`src/verilog/irq_ctrl_pkg.sv`:
```
// Package with constants and types for the two level interrupt controller
package irq_ctrl_pkg;
	// ****************************************************************
	// Sizes
	// ****************************************************************
	localparam int NUM_SRC = 14;
	localparam int SRC_IDX_W = 4;
	localparam int REG_ADDR_W = 4;
	localparam int REG_DATA_W = 8;
	localparam int VECTOR_W = 16;

	// ****************************************************************
	// Register offsets
	// ****************************************************************
	localparam logic [3:0] OFF_IRQ_ENABLE = 4'h0;
	localparam logic [3:0] OFF_EXT_ENABLE = 4'h1;
	localparam logic [3:0] OFF_PEND_LO = 4'h2;
	localparam logic [3:0] OFF_PEND_HI = 4'h3;
	localparam logic [3:0] OFF_PRIO_LO = 4'h4;
	localparam logic [3:0] OFF_PRIO_HI = 4'h5;
	localparam logic [3:0] OFF_STATUS = 4'h6;
	localparam logic [3:0] OFF_AUTOCLR_LO = 4'h7;
	localparam logic [3:0] OFF_AUTOCLR_HI = 4'h8;

	// ****************************************************************
	// Field positions and reset values
	// ****************************************************************
	localparam int GLOBAL_EN_BIT = 7;
	localparam int IE_SRC_BITS = 7;
	localparam logic [7:0] ENABLE_RESET = 8'h00;
	localparam logic [13:0] PRIO_RESET = 14'h0000;
	localparam logic [13:0] AUTOCLR_RESET = 14'h0000;
	localparam logic [15:0] VECTOR_BASE = 16'h0003;
	localparam logic [15:0] VECTOR_STEP = 16'h0008;

	typedef enum logic [1:0] {
		LVL_NONE,
		LVL_LOW,
		LVL_HIGH
	} level_e;
endpackage

```
`src/verilog/irq_arbiter.sv`:
```
// Fixed order arbiter choosing the winning source and its level
`timescale 1ns/10ps
module irq_arbiter (
	input wire logic [13:0] req_i,
	input wire logic [13:0] prio_i,
	output logic valid_o,
	output logic high_o,
	output logic [3:0] idx_o
);
	logic [13:0] hi_req;

	assign hi_req = req_i & prio_i;

	// ****************************************************************
	// Selection
	// ****************************************************************
	// lowest index wins, high level first
	always_comb begin
		valid_o = 1'b0;
		high_o = 1'b0;
		idx_o = 4'h0;
		for (int i = irq_ctrl_pkg::NUM_SRC - 1; i >= 0; i--) begin
			if (req_i[i] && !valid_o) begin
				idx_o = i[3:0];
			end
		end
		for (int i = irq_ctrl_pkg::NUM_SRC - 1; i >= 0; i--) begin
			if (req_i[i]) begin
				idx_o = i[3:0];
			end
		end
		valid_o = |req_i;
		if (|hi_req) begin
			high_o = 1'b1;
			for (int i = irq_ctrl_pkg::NUM_SRC - 1; i >= 0; i--) begin
				if (hi_req[i]) begin
					idx_o = i[3:0];
				end
			end
		end
	end
endmodule

```
`src/verilog/irq_pend_flag.sv`:
```
// One pending flag with hardware set, software and vector clear
`timescale 1ns/10ps
module irq_pend_flag (
	input wire logic clock_i,
	input wire logic rstn_i,
	input wire logic set_i,
	input wire logic sw_wr_i,
	input wire logic sw_val_i,
	input wire logic hw_clr_i,
	output logic flag_o
);
	logic flag;
	logic next_flag;

	// ****************************************************************
	// Flag logic
	// ****************************************************************
	always_comb begin
		next_flag = flag;
		if (sw_wr_i) begin
			next_flag = sw_val_i;
		end
		if (hw_clr_i) begin
			next_flag = 1'b0;
		end
		if (set_i) begin
			next_flag = 1'b1;
		end
	end

	always_ff @(posedge clock_i or negedge rstn_i) begin
		if (!rstn_i) begin
			flag <= 1'b0;
		end else begin
			flag <= next_flag;
		end
	end

	assign flag_o = flag;
endmodule

```
`src/verilog/two_level_interrupt_control.sv`:
```
// Two level interrupt controller with pending flags, enables and vectoring
`timescale 1ns/10ps
module two_level_interrupt_control (
	input wire logic clock_i,
	input wire logic rstn_i,
	input wire logic [13:0] src_event_i,
	input wire logic [3:0] reg_addr_i,
	input wire logic [7:0] reg_wdata_i,
	input wire logic reg_wr_i,
	input wire logic reg_rd_i,
	output logic [7:0] reg_rdata_o,
	input wire logic instr_done_i,
	input wire logic next_multi_cycle_i,
	input wire logic vector_ack_i,
	input wire logic return_done_i,
	output logic irq_req_o,
	output logic [15:0] vector_addr_o,
	output logic [3:0] vector_src_o,
	output logic [1:0] active_level_o
);
	// ****************************************************************
	// State
	// ****************************************************************
	logic [7:0] irq_enable_reg;
	logic [7:0] extended_irq_enable_reg;
	logic [13:0] prio;
	logic [13:0] autoclr;
	logic [7:0] next_irq_enable_reg;
	logic [7:0] next_extended_irq_enable_reg;
	logic [13:0] next_prio;
	logic [13:0] next_autoclr;
	logic [13:0] pend;
	logic [13:0] src_en;
	logic [13:0] req;
	logic [13:0] hw_clr;
	logic global_irq_enable;
	logic en_clearing;
	logic race_block;
	logic hold_req;
	logic next_hold_req;
	logic in_low;
	logic in_high;
	logic next_in_low;
	logic next_in_high;
	logic [7:0] rdata;
	logic [7:0] next_rdata;
	logic [15:0] vec;
	logic [15:0] next_vec;
	logic [3:0] vsrc;
	logic [3:0] next_vsrc;
	logic arb_valid;
	logic arb_high;
	logic [3:0] arb_idx;
	logic may_take;
	logic take;
	logic wr_pend_lo;
	logic wr_pend_hi;
	logic [13:0] pend_wval;

	// ****************************************************************
	// Source enables
	// ****************************************************************
	// global bit gates individual enables
	assign global_irq_enable = irq_enable_reg[irq_ctrl_pkg::GLOBAL_EN_BIT];
	assign src_en = {extended_irq_enable_reg[6:0], irq_enable_reg[6:0]};
	assign req = global_irq_enable ? (pend & src_en) : 14'h0000;

	// ****************************************************************
	// Pending flags
	// ****************************************************************
	assign wr_pend_lo = reg_wr_i && (reg_addr_i == irq_ctrl_pkg::OFF_PEND_LO);
	assign wr_pend_hi = reg_wr_i && (reg_addr_i == irq_ctrl_pkg::OFF_PEND_HI);
	assign pend_wval = {reg_wdata_i[5:0], reg_wdata_i};

	generate
		for (genvar g = 0; g < irq_ctrl_pkg::NUM_SRC; g++) begin : g_flag
			// hardware clear on vector when selected
			assign hw_clr[g] = vector_ack_i && (vsrc == 4'(g)) && autoclr[g];
			irq_pend_flag u_flag (
				.clock_i(clock_i),
				.rstn_i(rstn_i),
				.set_i(src_event_i[g]),
				.sw_wr_i(g < 8 ? wr_pend_lo : wr_pend_hi),
				.sw_val_i(pend_wval[g]),
				.hw_clr_i(hw_clr[g]),
				.flag_o(pend[g])
			);
		end
	endgenerate

	// ****************************************************************
	// Arbitration
	// ****************************************************************
	irq_arbiter u_arb (
		.req_i(req),
		.prio_i(prio),
		.valid_o(arb_valid),
		.high_o(arb_high),
		.idx_o(arb_idx)
	);

	assign may_take = arb_valid && !in_high && (!in_low || arb_high);

	always_comb begin
		en_clearing = 1'b0;
		if (reg_wr_i && (reg_addr_i == irq_ctrl_pkg::OFF_IRQ_ENABLE)) begin
			en_clearing = |(irq_enable_reg & ~reg_wdata_i);
		end
		if (reg_wr_i && (reg_addr_i == irq_ctrl_pkg::OFF_EXT_ENABLE)) begin
			en_clearing = |(extended_irq_enable_reg[6:0] & ~reg_wdata_i[6:0]);
		end
	end
	// Old enables still rule this boundary, so only a multi-cycle successor closes it
	assign race_block = en_clearing && next_multi_cycle_i;
	assign take = may_take && instr_done_i && !hold_req && !race_block && !return_done_i;

	// ****************************************************************
	// Registers and sequencing
	// ****************************************************************
	always_comb begin
		next_irq_enable_reg = irq_enable_reg;
		next_extended_irq_enable_reg = extended_irq_enable_reg;
		next_prio = prio;
		next_autoclr = autoclr;
		next_hold_req = hold_req;
		next_in_low = in_low;
		next_in_high = in_high;
		next_vec = vec;
		next_vsrc = vsrc;
		next_rdata = 8'h00;
		if (reg_wr_i) begin
			case (reg_addr_i)
				irq_ctrl_pkg::OFF_IRQ_ENABLE: begin
					next_irq_enable_reg = reg_wdata_i;
				end
				irq_ctrl_pkg::OFF_EXT_ENABLE: begin
					next_extended_irq_enable_reg = {1'b0, reg_wdata_i[6:0]};
				end
				irq_ctrl_pkg::OFF_PRIO_LO: next_prio[7:0] = reg_wdata_i;
				irq_ctrl_pkg::OFF_PRIO_HI: next_prio[13:8] = reg_wdata_i[5:0];
				irq_ctrl_pkg::OFF_AUTOCLR_LO: next_autoclr[7:0] = reg_wdata_i;
				irq_ctrl_pkg::OFF_AUTOCLR_HI: next_autoclr[13:8] = reg_wdata_i[5:0];
				default: begin
				end
			endcase
		end
		if (take) begin
			next_hold_req = 1'b1;
			next_vsrc = arb_idx;
			next_vec = irq_ctrl_pkg::VECTOR_BASE + 16'(arb_idx) * irq_ctrl_pkg::VECTOR_STEP;
		end
		if (vector_ack_i && hold_req) begin
			next_hold_req = 1'b0;
			if (prio[vsrc]) begin
				next_in_high = 1'b1;
			end else begin
				next_in_low = 1'b1;
			end
		end
		if (return_done_i) begin
			if (in_high) begin
				next_in_high = 1'b0;
			end else begin
				next_in_low = 1'b0;
			end
		end
		// enable reads show the stored register value
		if (reg_rd_i) begin
			case (reg_addr_i)
				irq_ctrl_pkg::OFF_IRQ_ENABLE: next_rdata = irq_enable_reg;
				irq_ctrl_pkg::OFF_EXT_ENABLE: next_rdata = extended_irq_enable_reg;
				irq_ctrl_pkg::OFF_PEND_LO: next_rdata = pend[7:0];
				irq_ctrl_pkg::OFF_PEND_HI: next_rdata = {2'b00, pend[13:8]};
				irq_ctrl_pkg::OFF_PRIO_LO: next_rdata = prio[7:0];
				irq_ctrl_pkg::OFF_PRIO_HI: next_rdata = {2'b00, prio[13:8]};
				irq_ctrl_pkg::OFF_STATUS: next_rdata = {hold_req, 3'b000, vsrc} | {5'h00, in_high, in_low, 1'b0} & 8'h06;
				irq_ctrl_pkg::OFF_AUTOCLR_LO: next_rdata = autoclr[7:0];
				irq_ctrl_pkg::OFF_AUTOCLR_HI: next_rdata = {2'b00, autoclr[13:8]};
				default: next_rdata = 8'h00;
			endcase
		end
	end

	always_ff @(posedge clock_i or negedge rstn_i) begin
		if (!rstn_i) begin
			irq_enable_reg <= irq_ctrl_pkg::ENABLE_RESET;
			extended_irq_enable_reg <= irq_ctrl_pkg::ENABLE_RESET;
			prio <= irq_ctrl_pkg::PRIO_RESET;
			autoclr <= irq_ctrl_pkg::AUTOCLR_RESET;
			hold_req <= 1'b0;
			in_low <= 1'b0;
			in_high <= 1'b0;
			rdata <= 8'h00;
			vec <= 16'h0000;
			vsrc <= 4'h0;
		end else begin
			irq_enable_reg <= next_irq_enable_reg;
			extended_irq_enable_reg <= next_extended_irq_enable_reg;
			prio <= next_prio;
			autoclr <= next_autoclr;
			hold_req <= next_hold_req;
			in_low <= next_in_low;
			in_high <= next_in_high;
			rdata <= next_rdata;
			vec <= next_vec;
			vsrc <= next_vsrc;
		end
	end

	// ****************************************************************
	// Outputs
	// ****************************************************************
	// Request held until the core acknowledges the long call
	assign irq_req_o = hold_req;
	assign vector_addr_o = vec;
	assign vector_src_o = vsrc;
	assign active_level_o = {in_high, in_low};
	assign reg_rdata_o = rdata;
endmodule
```
`config.mk`:
```
export PLATFORM = sky130hd
export DESIGN_NAME = two_level_interrupt_control
export DESIGN_NICKNAME = d
export VERILOG_FILES = /design/src/verilog/irq_ctrl_pkg.sv /design/src/verilog/irq_arbiter.sv /design/src/verilog/irq_pend_flag.sv /design/src/verilog/two_level_interrupt_control.sv
export SDC_FILE = /design/constraint.sdc
export NUM_CORES = 1
export LEC_CHECK = 0
export ABC_AREA = 1
export CAP_MARGIN = 40
export CORE_MARGIN = 3
export CORE_UTILIZATION = 58
export CTS_BUF_LIST = sky130_fd_sc_hd__clkbuf_4 sky130_fd_sc_hd__clkbuf_8
export DETAILED_ROUTE_END_ITERATION = 7
export DONT_BUFFER_PORTS = 1
export HOLD_SLACK_MARGIN = 0.1
export PLACE_DENSITY_LB_ADDON = 0.2
export SYNTH_ARGS = -nofsm -noshare
export SYNTH_HDL_FRONTEND = slang
export SYNTH_SLANG_ARGS = --single-unit
```
`constraint.sdc`:
```
create_clock -name clock_i -period 3.7 [get_ports clock_i]
set_clock_uncertainty 0.2 [all_clocks]
set_input_delay 0 -clock clock_i [delete_from_list [all_inputs] [get_ports clock_i]]
set_output_delay 0 -clock clock_i [all_outputs]
set_load 0.01 [all_outputs]
```
# Word-level counts from Yosys, hierarchy flattened
# Index checks and enable logic that the tools add are counted.
[classes]
eq_ne = 21
bitwise = 7
order_cmp = 1
mux = 89
reduce_logical = 73
addsub = 1
[op_table]
columns = ["op", "count"]
rows = [
  ["two-way mux 4 bit", 29],
  ["case mux 8 bit (9 select lines)", 1],
  ["two-way mux 1 bit", 56],
  ["nonzero test 3 bit", 14],
  ["logical AND 1 bit", 40],
  ["equality test 4 x 3 -> 1 bit (second input constant)", 8],
  ["bitwise AND 14 bit", 2],
  ["equality test 4 bit (second input constant)", 7],
  ["OR reduction 14 bit", 2],
  ["equality test 4 x 2 -> 1 bit (second input constant)", 4],
  ["two-way mux 14 bit", 1],
  ["AND reduction 2 bit", 6],
  ["adder 2 x 7 -> 8 bit (first input constant)", 1],
  ["bitwise AND 8 bit", 1],
  ["equality test 4 x 1 -> 1 bit (second input constant)", 2],
  ["logical NOT 4 bit", 2],
  ["two-way mux 8 bit", 1],
  ["NOT 8 bit", 1],
  ["bitwise OR 8 x 3 -> 8 bit", 1],
  ["OR reduction 8 bit", 1],
  ["bitwise AND 7 bit", 1],
  ["NOT 7 bit", 1],
  ["OR reduction 7 bit", 1],
  ["logical NOT 1 bit", 5],
  ["4 further kinds", 4],
]
[word_totals]
output_inout_bits = 31
ff_bits = 88

# Depth between registers and ports, before layout
[logic_depth]
depth_word = 32
depth_mapped = 30

# Modules after synthesis
# Synthesis repeated with hierarchy kept, for this count alone.
[hier_totals]
hier_cells = 712
area_unflattened_um2 = 4613.2
[by_module_without_submodules]
columns = ["mod", "instances", "cells_per_inst", "area_each_um2"]
rows = [
  ["two_level_interrupt_control", 1, 482, 3393.3],
  ["irq_pend_flag", 14, 10, 60.1],
  ["irq_arbiter", 1, 90, 379.1],
]

# Least setup slack after synthesis
# Ideal clock, no wire load.
[synth_timing]
kind = "register to register"
startpoint = "register irq_enable_reg[7]"
endpoint = "register vsrc[0], in the netlist vector_src_o[0]"
path_buffers = 1
path_stages_with_launch = 27
synth_period_minus_slack_ns = 2.112
arrival_ns = 1.795
slack_ns = 1.588
path_cell_list = "dfrtp_1 inv_2 buf_6 nor3_2 inv_2 nand2_1 nand2_1 nand2_1 nand2_1 nand2_1 nand2_1 nand2_1 nand2_1 nand2_1 nand2_1 nand2_1 nand2_1 nand2_1 nand2_1 nand2_1 nand2_1 nand2_1 nand2_1 nand2_1 nand2_1 nand3_1 nand2_1"
[synth_between]
elab_chain_len = 30
[synth_lines]
columns = ["element", "line", "rtl"]
rows = [
  ["start: declaration", "two_level_interrupt_control.sv:24", "logic [7:0] irq_enable_reg;"],
  ["start signal: assignment", "two_level_interrupt_control.sv:186", "irq_enable_reg <= irq_ctrl_pkg::ENABLE_RESET;"],
  ["start signal: assignment", "two_level_interrupt_control.sv:197", "irq_enable_reg <= next_irq_enable_reg;"],
  ["two-way mux 14 bit", "two_level_interrupt_control.sv:66", "assign req = global_irq_enable ? (pend & src_en) : 14'h0000;"],
  ["two-way mux 4 bit (14 in series)", "irq_arbiter.sv:28", "if (req_i[i]) begin"],
  ["two-way mux 4 bit (14 in series)", "irq_arbiter.sv:36", "if (hi_req[i]) begin"],
  ["two-way mux 4 bit", "irq_arbiter.sv:33", "if (|hi_req) begin"],
  ["end signal: assignment", "two_level_interrupt_control.sv:206", "vsrc <= next_vsrc;"],
  ["end: declaration", "two_level_interrupt_control.sv:49", "logic [3:0] vsrc;"],
]
# Parallel ways exist; a longest one is shown, timed or not.
# A chain may end at the register's enable or synchronous reset.

# Worst setup path in the final report
[layout_timing]
startpoint = "input reg_addr_i[3]"
endpoint = "register vec[1], in the netlist vector_addr_o[1]"
[layout_between]
elab_chain_len = 8
[layout_lines]
columns = ["element", "line", "rtl"]
rows = [
  ["start: declaration", "two_level_interrupt_control.sv:7", "input wire logic [3:0] reg_addr_i,"],
  ["logical NOT 4 bit", "two_level_interrupt_control.sv:106", "if (reg_wr_i && (reg_addr_i == irq_ctrl_pkg::OFF_IRQ_ENABLE)) begin"],
  ["logical AND 1 bit", "two_level_interrupt_control.sv:106", ""],
  ["two-way mux 1 bit", "two_level_interrupt_control.sv:106", ""],
  ["two-way mux 1 bit (*)", "two_level_interrupt_control.sv:109", "if (reg_wr_i && (reg_addr_i == irq_ctrl_pkg::OFF_EXT_ENABLE)) begin"],
  ["logical AND 1 bit (*)", "two_level_interrupt_control.sv:114", "assign race_block = en_clearing && next_multi_cycle_i;"],
  ["logical NOT 1 bit (*)", "two_level_interrupt_control.sv:115", "assign take = may_take && instr_done_i && !hold_req && !race_block && !return_done_i;"],
  ["logical AND 1 bit (*) (2 in series)", "two_level_interrupt_control.sv:115", ""],
  ["end signal: assignment", "two_level_interrupt_control.sv:205", "vec <= next_vec;"],
  ["end: declaration", "two_level_interrupt_control.sv:47", "logic [15:0] vec;"],
]
# Every way passes the cells marked *; elsewhere a longest branch is shown, timed or not.

==> results.sh <==
export IMPL_clkSinkCount=73
export IMPL_async_reset_ff_frac=1.00
export IMPL_synthTopCellsByArea="dfrtp_1 44%, nand2_1 12%, inv_1 7.9%"
export IMPL_antenna_cells=0
export IMPL_start_util=0.607
export IMPL_yosys_area_top_type="dfrtp_1"
export IMPL_setup_tns_ns=0
export IMPL_cp_slowest_cell="dlygate4sd3_1"
export IMPL_clockRootBuffer="clkbuf_8"
export IMPL_status="completed"
export IMPL_drc=0
export IMPL_crit_required_ns=3.74
export IMPL_path_cells="dlygate4sd3_1, nor2_1, inv_1, nor2_1, inv_2, dlygate4sd3_1, nor2_4, a21oi_1, clkinv_1, a31oi_1, dlygate4sd3_1, nand2_1, clkinv_2, or2_1"
export IMPL_fp_dieArea_sq_mm=0.00825
export IMPL_rows=30
export IMPL_worstPathArrival_ns=3.58
export IMPL_period_needed_ns=3.53
export IMPL_p_sw_frac=0.409
export IMPL_port_buffers=0
export IMPL_r2r_slack_ns=0.80
export IMPL_drive_above_1_share=0.0724
export IMPL_crit_path_end_kind="flop"
export IMPL_clk_pin_slew_ns=0.09
export IMPL_start_kind="primary input"
export IMPL_yosysTopAreaCellShare=0.438
export IMPL_finalWirelength_mm=14.6
export IMPL_avgSynthCellArea_sq_um=7.30
export IMPL_grt_pass1_wl_mm=23.3
export IMPL_fmax_mhz=283
export IMPL_grt_overflow=0
export IMPL_yosys_top_cells_count="136 x nand2_1, 88 x inv_1, 73 x dfrtp_1"
export IMPL_slew_headroom=0.426
export IMPL_tightest_slew_ns=0.857
export IMPL_yosys_cell_count_top_type="nand2_1"
export IMPL_postPlaceCellArea_sq_mm=0.00416
export IMPL_vias=4378
export IMPL_critPathKind="primary input to flop"
export IMPL_ys_flop_type="dfrtp_1"
export IMPL_hold_class="primary input to flop"
export IMPL_synth_seq_cells=73
export IMPL_ys_seq_area_frac=0.438
export IMPL_clock_power_share=0.242
export IMPL_antenna_found_initial=0
export IMPL_drt_first_pass_iters=6
export IMPL_synth_edf_count=0
export IMPL_cp_max_fo=17
export IMPL_grt_usage=0.369
export IMPL_finalCritPeriodShare=0.955
export IMPL_place_congestion=1.04
export IMPL_postRouteAntennaNets=0
export IMPL_dp_hpwl_mm=10.2
export IMPL_netlist_instances=572
export IMPL_fp_dieW_um=90.8
export IMPL_cp_num_buf_inv=7
export IMPL_power_frac_comb=0.326
export IMPL_p_int_mw=1.57
export IMPL_avgViaCountPerCell=5.99
export IMPL_syn_area_sq_mm=0.00417
export IMPL_core_area_sq_mm=0.00687
export IMPL_p_switching_mw=1.09
export IMPL_grt_setup_unrepaired="false"
export IMPL_clk_latency_ns=0.36
export IMPL_io_pins=65
export IMPL_maxCapViolCount=0
export IMPL_clock_path_buffers=2
export IMPL_slew_viol_final=0
export IMPL_grt_max_degree=74
export IMPL_ys_types=35
export IMPL_area_delta_synth_final_pct=20.7
export IMPL_nNetsFinal=664
export IMPL_drt_iter0_markers=605
export IMPL_crit_family="buffers and inverters"
export IMPL_yosys_warnings=0
export IMPL_cts_tree="yes"
export IMPL_slowest_delay_ns=0.61
export IMPL_peakVddDrop_mv=0.328
export IMPL_powerDensity_mw_per_mm2=526
export IMPL_cts_htree_levels=3
export IMPL_final_area_sq_mm=0.00504
export IMPL_grt_pass1_vias=4264
export IMPL_finalHoldViolCount=0
export IMPL_path_common_cell="dlygate4sd3_1"
export IMPL_seqPwrFrac=0.433
export IMPL_p_leak_nw=2.38
export IMPL_wl_per_cell_um=20.0
export IMPL_numCtsBuffers=9
export IMPL_die_y_um=90.8
export IMPL_setup_violations=0
-- through the flow --
step	hold slack, ns	instances	power [mW]	utilization	setup WS, ns
after floorplan	-0.496	581	1.68	-	1.59
after global placement	-0.494	651	1.86	0.605	1.26
after detailed placement	-0.494	651	1.87	0.605	1.22
after CTS	0.117	731	2.60	0.733	0.123
after global routing	0.146	731	2.80	0.734	0.0124
final	0.147	731	2.65	0.734	0.165
-- per-layer routing --
metal | routed length (um) | vias up | track usage
met3 | 1440 | 68 | 0.0750
li1 | - | 1963 | -
met5 | 0 | - | 0
met1 | 5970 | 2042 | 0.504
met4 | 683 | 0 | 0.151
met2 | 6510 | 305 | 0.576
-- what timing repair did --
| action | 4_1_cts | 5_1_grt |
|---|---|---|
| setup buffers | 0 | 0 |
| hold buffers | 64 | 0 |
| resized for setup | 0 | 1 |
| endpoints found under the setup margin | 0 | 6 |
| endpoints found under the hold margin | 146 | 0 |
-- power by group through the flow --
stage,sequential [mW],combinational [mW],clock (mW)
global placement,1.15,0.715,0
finish,1.15,0.863,0.641
detailed placement,1.15,0.721,0
CTS,1.13,0.827,0.639
floorplan,1.07,0.610,0
global route,1.16,0.957,0.678
-- cells by family after synthesis --
group                  count (synthesis)  share of synthesized area
AO/OA/AOI/OAI                        133                      0.192
other                                  1                   0.000899
AND/OR/NAND/NOR                      236                      0.236
buffers and inverters                129                      0.133
flip-flops                            73                      0.438
-- layout by cell type, fill, tap and decap left out, drive strengths merged --
master,instances
o211ai,1
a22o,1
dfrtp,73
nor4,2
nand2,137
nand4,8
clkinv,6
a22oi,1
conb,10
o21bai,4
or2,1
a31oi,3
nand3,25
clkbuf,10
nor3,10
a21oi,15
a221oi,4
o2111ai,6
o2111a,1
o31ai,1
o21ai,60
buf,2
o22ai,26
nor2,53
a211oi,1
clkinvlp,1
a31o,7
a21o,2
inv,101
dlygate4sd3,62
bufinv,1
-- worst min-delay path, delay by kind of cell --
family | cells | cell delay [ns]
and+or+nand+nor | 1 | 0.06
buffers and inverters | 1 | 0.53
AOI/OAI and AO/OA | 1 | 0.08
-- final cells by class --
type,count,area [sq um]
Tap cell,96,120
Sequential cell,73,1830
Timing Repair Buffer,64,676
Inverter,103,388
Clock buffer,10,131
Fill cell,563,1830
Multi-Input combinational cell,379,1830
Clock inverter,6,68.8
-- final timing paths --
path / cells past startpoint / start / endpoint
hold reg to reg: 2 / prio[5]$_DFFE_PN0P_ / prio[5]$_DFFE_PN0P_
min in group asynchronous: 4 / rstn_i / irq_enable_reg[6]$_DFFE_PN0P_
hold / removal: 3 / reg_wdata_i[5] / g_flag[5].u_flag.flag_o$_DFFE_PN0P_
setup / recovery: 14 / reg_addr_i[3] / vector_addr_o[1]$_DFFE_PN0P_
max in group asynchronous: 4 / rstn_i / reg_rdata_o[7]$_DFF_PN0_
setup reg to reg: 12 / irq_enable_reg[7]$_DFFE_PN0P_ / vector_src_o[2]$_DFFE_PN0P_
(Power assumes the default switching activity.)
